## config.mk

```make
export PLATFORM = sky130hd
export DESIGN_NAME = msc_signaling
export DESIGN_NICKNAME = d
export VERILOG_FILES = /design/src/hw/msc_pkg.sv /design/src/hw/msc_signaling.sv
export SDC_FILE = /design/constraint.sdc
export NUM_CORES = 1
export LEC_CHECK = 0
export BUFFER_PORTS_ARGS = -buffer_cell sky130_fd_sc_hd__buf_2
export CAP_MARGIN = 15
export CORE_ASPECT_RATIO = 1.4
export CORE_MARGIN = 2
export CORE_UTILIZATION = 40
export CTS_CLUSTER_SIZE = 10
export DETAILED_ROUTE_END_ITERATION = 6
export PLACE_DENSITY = 0.75
export SYNTH_ARGS = -nofsm -noshare
export SYNTH_HDL_FRONTEND = slang
export SYNTH_SLANG_ARGS = --single-unit
```

## constraint.sdc

```tcl
create_clock -name sys_clk_in -period 3.75 [get_ports sys_clk_in]
set_input_delay 0.75 -clock sys_clk_in [delete_from_list [all_inputs] [get_ports sys_clk_in]]
set_output_delay 0.75 -clock sys_clk_in [all_outputs]
set_load 0.02 [all_outputs]
```

## src/hw/msc_pkg.sv

```systemverilog
/*
 Package for the message signaled interrupt block: register offsets, field
 positions, reset values and the carrier structs shared by its ports.
 Assumes a configuration access path that presents byte addresses of dwords.
*/
package msc_pkg;

   localparam logic [7:0]  MSC_CONTROL_OFFSET      = 8'h4a;
   localparam logic [7:0]  MSC_ADDR_LOW_OFFSET     = 8'h4c;
   localparam logic [7:0]  MSC_ADDR_HIGH_OFFSET    = 8'h50;
   localparam logic [7:0]  MSC_DWORD_48_OFFSET     = 8'h48;

   localparam int          MSC_VEC_MASK_BIT        = 8;
   localparam int          MSC_WIDE_ADDR_BIT       = 7;
   localparam int          MSC_COUNT_EN_LSB        = 4;
   localparam int          MSC_COUNT_CAP_LSB       = 1;
   localparam int          MSC_ENABLE_BIT          = 0;

   localparam logic [2:0]  MSC_COUNT_CAP_VALUE     = 3'h3;
   localparam logic [2:0]  MSC_COUNT_EN_MAX        = 3'h5;
   localparam logic [2:0]  MSC_COUNT_EN_RESET      = 3'h0;
   localparam logic        MSC_ENABLE_RESET        = 1'h0;
   localparam logic [29:0] MSC_ADDR_LOW_RESET      = 30'h0;
   localparam logic [31:0] MSC_ADDR_HIGH_RESET     = 32'h0;

   localparam int          MSC_INTERRUPTERS        = 8;

   typedef struct packed {
      logic        write;
      logic        read;
      logic [7:0]  address;
      logic [3:0]  byte_enable;
      logic [31:0] write_data;
   } msc_cfg_req_type;

   typedef struct packed {
      logic        valid;
      logic        wide;
      logic [63:0] address;
      logic [15:0] data;
   } msc_message_type;

endpackage

```

## src/hw/msc_signaling.sv

```systemverilog
/*
 Message signaled interrupt capability: control, lower and upper address
 registers, interrupter to message mapping and message write issue.
 Assumes configuration requests arrive as one-cycle strobes on sys_clk_in and
 that the message write engine accepts one message per cycle when ready.
*/
`timescale 1ns/1ps

module msc_signaling
   import msc_pkg::*;
#(
   parameter int INTERRUPTERS = MSC_INTERRUPTERS
)
(
   // Clock and reset.
   input  wire logic                    sys_clk_in,
   input  wire logic                    reset_in,
   // Configuration access.
   input  wire msc_cfg_req_type         cfg_req_in,
   output logic [31:0]                  cfg_read_data_out,
   output logic                         cfg_read_valid_out,
   // Interrupt requests and message data.
   input  wire logic [INTERRUPTERS-1:0] interrupter_request_in,
   input  wire logic [15:0]             fixed_message_bits_in,
   // Message write engine.
   input  wire logic                    message_ready_in,
   output msc_message_type              message_out,
   output logic                         message_interrupt_enable_out
);

   logic [2:0]              message_count_enabled_reg;
   logic [2:0]              message_count_enabled_next;
   logic                    message_interrupt_enable_reg;
   logic                    message_interrupt_enable_next;
   logic [29:0]             address_low_reg;
   logic [29:0]             address_low_next;
   logic [31:0]             address_high_reg;
   logic [31:0]             address_high_next;
   logic [INTERRUPTERS-1:0] pending_reg;
   logic [INTERRUPTERS-1:0] pending_next;
   logic [31:0]             read_data_reg;
   logic [31:0]             read_data_next;
   logic                    read_valid_reg;
   logic                    read_valid_next;
   msc_message_type         message_reg;
   msc_message_type         message_next;
   logic [15:0]             control_value;
   logic                    write_hit_ctrl;
   logic                    write_hit_low;
   logic                    write_hit_high;

   // The control word shares the dword at 48h with the fixed capability bytes, which other logic owns.
   // Reserved bits of the control word read zero.
   always_comb
   begin
      control_value                        = 16'h0000;
      control_value[MSC_VEC_MASK_BIT]      = 1'b0;
      control_value[MSC_WIDE_ADDR_BIT]     = 1'b1;
      control_value[MSC_COUNT_EN_LSB +: 3] = message_count_enabled_reg;
      control_value[MSC_COUNT_CAP_LSB +: 3] = MSC_COUNT_CAP_VALUE;
      control_value[MSC_ENABLE_BIT]        = message_interrupt_enable_reg;
   end

   // Only exact dword addresses decode; the control halfword is reached through its dword.
   assign write_hit_ctrl = cfg_req_in.write && (cfg_req_in.address == MSC_DWORD_48_OFFSET);
   assign write_hit_low  = cfg_req_in.write && (cfg_req_in.address == MSC_ADDR_LOW_OFFSET);
   assign write_hit_high = cfg_req_in.write && (cfg_req_in.address == MSC_ADDR_HIGH_OFFSET);

   // Register writes and reads.
   always_comb
   begin
      message_count_enabled_next    = message_count_enabled_reg;
      message_interrupt_enable_next = message_interrupt_enable_reg;
      address_low_next              = address_low_reg;
      address_high_next             = address_high_reg;
      read_data_next                = read_data_reg;
      read_valid_next               = cfg_req_in.read;
      if (write_hit_ctrl && cfg_req_in.byte_enable[2])
      begin
         message_interrupt_enable_next = cfg_req_in.write_data[16 + MSC_ENABLE_BIT];
         // Reserved codes are refused so the mapping below never sees them.
         if (cfg_req_in.write_data[16 + MSC_COUNT_EN_LSB +: 3] <= MSC_COUNT_EN_MAX)
         begin
            message_count_enabled_next = cfg_req_in.write_data[16 + MSC_COUNT_EN_LSB +: 3];
         end
      end
      if (write_hit_low)
      begin
         for (int b = 0; b < 4; b++)
         begin
            if (cfg_req_in.byte_enable[b])
            begin
               for (int i = 8 * b; i < 8 * b + 8; i++)
               begin
                  if (i >= 2)
                  begin
                     address_low_next[i-2] = cfg_req_in.write_data[i];
                  end
               end
            end
         end
      end
      if (write_hit_high)
      begin
         for (int b = 0; b < 4; b++)
         begin
            if (cfg_req_in.byte_enable[b])
            begin
               address_high_next[8*b +: 8] = cfg_req_in.write_data[8*b +: 8];
            end
         end
      end
      if (cfg_req_in.read)
      begin
         unique case (cfg_req_in.address)
            MSC_DWORD_48_OFFSET:  read_data_next = {control_value, 16'h0000};
            MSC_ADDR_LOW_OFFSET:  read_data_next = {address_low_reg, 2'b00};
            MSC_ADDR_HIGH_OFFSET: read_data_next = address_high_reg;
            default:              read_data_next = 32'h0000_0000;
         endcase
      end
   end

   // Pending interrupters and message issue, lowest interrupter first.
   always_comb
   begin
      logic [2:0] winner;
      logic       found;
      logic [2:0] number;
      winner       = 3'h0;
      found        = 1'b0;
      number       = 3'h0;
      pending_next = pending_reg | interrupter_request_in;
      message_next = message_reg;
      if (message_reg.valid && message_ready_in)
      begin
         message_next.valid = 1'b0;
      end
      // Counting down leaves the lowest pending interrupter as the winner.
      for (int i = INTERRUPTERS - 1; i >= 0; i--)
      begin
         if (pending_reg[i])
         begin
            winner = 3'(i);
            found  = 1'b1;
         end
      end
      // A message already held keeps its number; enable changes affect only the next one.
      if (message_interrupt_enable_reg && found && !message_next.valid)
      begin
         // Sixteen or thirty-two messages still use three number bits, as only eight interrupters exist.
         unique case (message_count_enabled_reg)
            3'h0:    number = 3'h0;
            3'h1:    number = {2'b00, winner[0]};
            3'h2:    number = {1'b0, winner[1:0]};
            default: number = winner;
         endcase
         message_next.valid   = 1'b1;
         message_next.address = {address_high_reg, address_low_reg, 2'b00};
         message_next.wide    = (address_high_reg != 32'h0000_0000);
         message_next.data    = fixed_message_bits_in;
         // Only as many low bits as the enabled count needs, at most three, are replaced.
         for (int k = 0; k < 3; k++)
         begin
            if (32'(k) < 32'(message_count_enabled_reg))
            begin
               message_next.data[k] = number[k];
            end
         end
         // A request arriving now for the same interrupter stays pending.
         pending_next[winner] = interrupter_request_in[winner];
      end
   end

   // Reset is synchronous, so every register loads a constant on the clock edge.
   always_ff @(posedge sys_clk_in)
   begin
      if (reset_in)
      begin
         message_count_enabled_reg    <= MSC_COUNT_EN_RESET;
         message_interrupt_enable_reg <= MSC_ENABLE_RESET;
         address_low_reg              <= MSC_ADDR_LOW_RESET;
         address_high_reg             <= MSC_ADDR_HIGH_RESET;
         pending_reg                  <= '0;
         read_data_reg                <= 32'h0000_0000;
         read_valid_reg               <= 1'b0;
         message_reg                  <= '0;
      end
      else
      begin
         message_count_enabled_reg    <= message_count_enabled_next;
         message_interrupt_enable_reg <= message_interrupt_enable_next;
         address_low_reg              <= address_low_next;
         address_high_reg             <= address_high_next;
         pending_reg                  <= pending_next;
         read_data_reg                <= read_data_next;
         read_valid_reg               <= read_valid_next;
         message_reg                  <= message_next;
      end
   end

   // Outputs come straight from registers so the write engine sees no decode glitches.
   assign cfg_read_data_out            = read_data_reg;
   assign cfg_read_valid_out           = read_valid_reg;
   assign message_out                  = message_reg;
   assign message_interrupt_enable_out = message_interrupt_enable_reg;

endmodule

```

==> metrics.md <==
| Metric | Value |
|---|---|
| Largest net degree at the start of global routing | `between 100 and 150` |
| Met3 Routed Length | `1000 um` |
| Seq/Total Area, Yosys | `0.509` |
| RSZ-0062 raised after global routing | `no` |
| Post-synth EDFFs | `0` |
| Peak Freq | `414 MHz` |
| Postcts setup bufs | `0` |
| Placed wire-length estimate | `14900 um` |
| Crit start category | `flip-flop` |
| Global-route wire length before repair | `33000 um` |
| Post-synthesis register bit count | `around 190` |
| Unique cell type count in the Yosys netlist | `51` |
| Top FF cell, synth | `dfxtp_1` |
| Slowest cell on the critical path | `or4_4` |
| Top Ports | `189` |
| Gate Count Post-Synth | `856` |
| Synth Area in Simple Gates | `0.213` |
| Pwr Total | `0.00394 W` |
| Clk sink count | `187` |
| Placer Congestion | `~0.88` |
| NumNets Final | `1082` |
| Crit Path Class | `reg -> reg` |
| Setup Total Neg Slack | `0 ps` |
| VDD IR max | `322 uV` |
| # resized after CTS | `0` |
| Max-cap viol count | `0` |
| Die Height | `165 um` |
| Top delay family on crit path | `simple AND/OR/NAND/NOR gates` |
| Max layer used | `met4` |
| Measured slew at the worst slew-check pin | `approximately 900 ps` |
| Period Utilization, post-route | `0.644` |
| Critical Path Max Stage Delay | `between 500 and 600 ps` |
| Initial Util | `0.409` |
| Netlist Area Pre-Place | `roughly 7400 um2` |
| Hold WC Path Type | `reg -> reg` |
| Cell leakage power | `3.88 nW` |
| Status | `complete, no violations` |
| Cts hold-fix bufs | `0` |
| Rel. slew slack | `0.399` |
| Critical Path RT | `4100 ps` |
| Area delta synth->final | `22.4%` |
| Post-synthesis xor/xnor area fraction | `0` |
| Post-synthesis mux area share | `0.0598` |
| CTS max path bufs | `2` |
| Final Hold Vio Count | `0` |
| Buffers and inverters on the worst path | `1` |
| Yosys warns | `0` |
| PD cells | `437 nW/um2` |
| Initial antenna violation count | `4` |
| Crit path DAT | `2770 ps` |
| Overall routing resource usage | `0.216` |
| IO Port Bufs | `186` |
| Fill cell count | `1793` |
| Antenna Nets Post-Route | `0` |
| Met2 WL | `10900 um` |
| Wire length on met1 | `8720 um` |
| DR vias | `6622` |
| H-tree levels | `4` |
| CP max FO | `44` |
| Minimum clock period | `around 2400 ps` |
| CTS clock-pin slew for the worst setup and hold paths | `70 ps` |
| Die footprint | `19500 um2` |
| Vias in the first global route | `6229` |
| Clock latency on the worst-skew pair | `~430 ps` |
| Max reg flops | `80` |
| Complex-gate fraction of the synthesized area | `0.169` |
| Rows | `58` |
| Final setup viols | `0` |
| GR Overflow Total | `0` |
| Post-DR wirelength/cell | `16.9 um` |
| Drt first pass iters | `5` |
| Asr flop ratio synth | `0` |
| Residual DRC | `0` |
| Avg Cell Area, Syn | `between 8 and 9 um2` |
| Layout cells sized above 1 | `0.259` |
| Synth Area in Adders | `0` |
| Clk_skew | `roughly 6.7 ps` |
| Chip width | `around 120 um` |
| Largest family of logic cells by synthesized area | `simple AND/OR/NAND/NOR gates` |
| CTS tree | `built` |
| Setup crit end kind | `flip-flop` |
| DRT Wirelength | `21400 um` |
| Vias/cell | `5.23` |
| Critical path, cell by cell | `or4_4 -> o21ai_2 -> or2b_4 -> buf_12 -> o41ai_1 -> a21oi_1` |
| DR iter-0 viols | `376` |
| Max Slew Vio Count | `0` |
| Root buffer cell | `clkbuf_16` |
| Core area | `18000 um2` |
| TritonCTS Buffers | `17` |
[cell families after synthesis]
| logic type | Yosys count |
|---|---|
| simple gates | 353 |
| compound gates | 198 |
| flops | 187 |
| buf+inv | 73 |
| mux | 44 |
| other cells | 1 |
[cells in the mapped netlist (4+ instances only)]
cell      count  area [um2]
nor4_1        9        56.3
nand3_1       5        25.0
o21ai_0       8        40.0
buf_2        10        50.1
inv_1        11        41.3
nor2_1       80         300
dfxtp_1     187        3740
nand2_2      11        68.8
o31ai_1       4        30.0
nand2_1     208         781
a22oi_1      23         173
mux2i_1      44         440
a22o_1       23         201
buf_4         6        45.0
a21oi_1     111         556
buf_6         7        78.8
nor3_1        7        35.0
nand4_1       4        25.0
a21oi_2      11        96.3
clkbuf_1     37         139
[cell usage in the layout (no fill, tap or decap), types with 3 or more instances in the layout]
master | netlist | layout
buf_12 | 0 | 3
o21ai_0 | 8 | 8
o31ai_1 | 4 | 4
a21oi_2 | 11 | 11
nor3_1 | 7 | 7
a2bb2oi_1 | 3 | 3
a21oi_1 | 111 | 111
inv_6 | 0 | 5
nand2b_1 | 3 | 3
diode_2 | 0 | 4
nor4_1 | 9 | 9
nor2_1 | 80 | 79
a22oi_1 | 23 | 23
clkbuf_16 | 0 | 17
nand4_1 | 4 | 4
dfxtp_1 | 187 | 187
inv_1 | 11 | 11
buf_2 | 10 | 185
nand2_2 | 11 | 11
clkinvlp_4 | 0 | 3
mux2i_1 | 44 | 44
buf_4 | 6 | 5
and3_1 | 3 | 3
a22o_1 | 23 | 23
nand3_1 | 5 | 5
nand2_1 | 208 | 208
nand4_4 | 3 | 3
and2_1 | 3 | 3
[through the flow]
stage / hold WS [ps] / util / instances / setup slack, ps / area, um2
after floorplan: 444 / - / 857 / 1410 / 7360
after global placement: 438 / 0.467 / 1229 / 1140 / 8400
after detailed placement: 444 / 0.467 / 1229 / 1080 / 8400
after CTS: 454 / 0.499 / 1260 / 1300 / 8970
after global routing: 468 / 0.501 / 1265 / 1180 / 9010
final: 451 / 0.501 / 1265 / 1340 / 9010
[power by group]
part	internal (W)	leakage (nW)	switching, W
Sequential	0.00199	1.51	0.0000102
Combinational	0.0000572	2.10	0.000109
Clock	0.000952	0.272	0.000820
Total	0.00300	3.88	0.000939
[worst paths after layout]
| path | start | endpoint | slack, ps | depth (start not counted) |
|---|---|---|---|---|
| worst max-delay path | pending_reg[1] | pending_reg[2] | 1340 | 6 |
| worst min-delay path | message_out[11] | message_out[11] | 450 | 2 |
| worst max register to register | pending_reg[1] | pending_reg[2] | 1340 | 6 |
| worst min register to register | message_out[11] | message_out[11] | 450 | 2 |
[per-layer routing]
| metal | vias up | GRT usage |
|---|---|---|
| met3 | 42 | 0.0407 |
| met4 | 0 | 0.121 |
| met2 | 217 | 0.373 |
| li1 | 3219 | - |
| met1 | 3144 | 0.252 |
| met5 | - | 0 |
[worst register-to-register path: stages (launching register included)]
cell,delay [ps]
dfxtp_1,390
or4_4,590
o21ai_2,250
or2b_4,540
buf_12,310
o41ai_1,120
a21oi_1,140
[layout make-up]
type / count / area (um2) / share of cell area
clock buffers: 19 / 443 / 0.0492
well taps: 240 / 300 / 0.0333
flip-flops and latches: 187 / 3740 / 0.415
inverters: 11 / 41.3 / 0.00458
repair buffers: 195 / 1060 / 0.118
diodes: 4 / 10.0 / 0.00111
multi-input cells: 597 / 3280 / 0.364
clock inverters: 12 / 133 / 0.0147
Note: power is estimated with default switching activity, not from simulation.
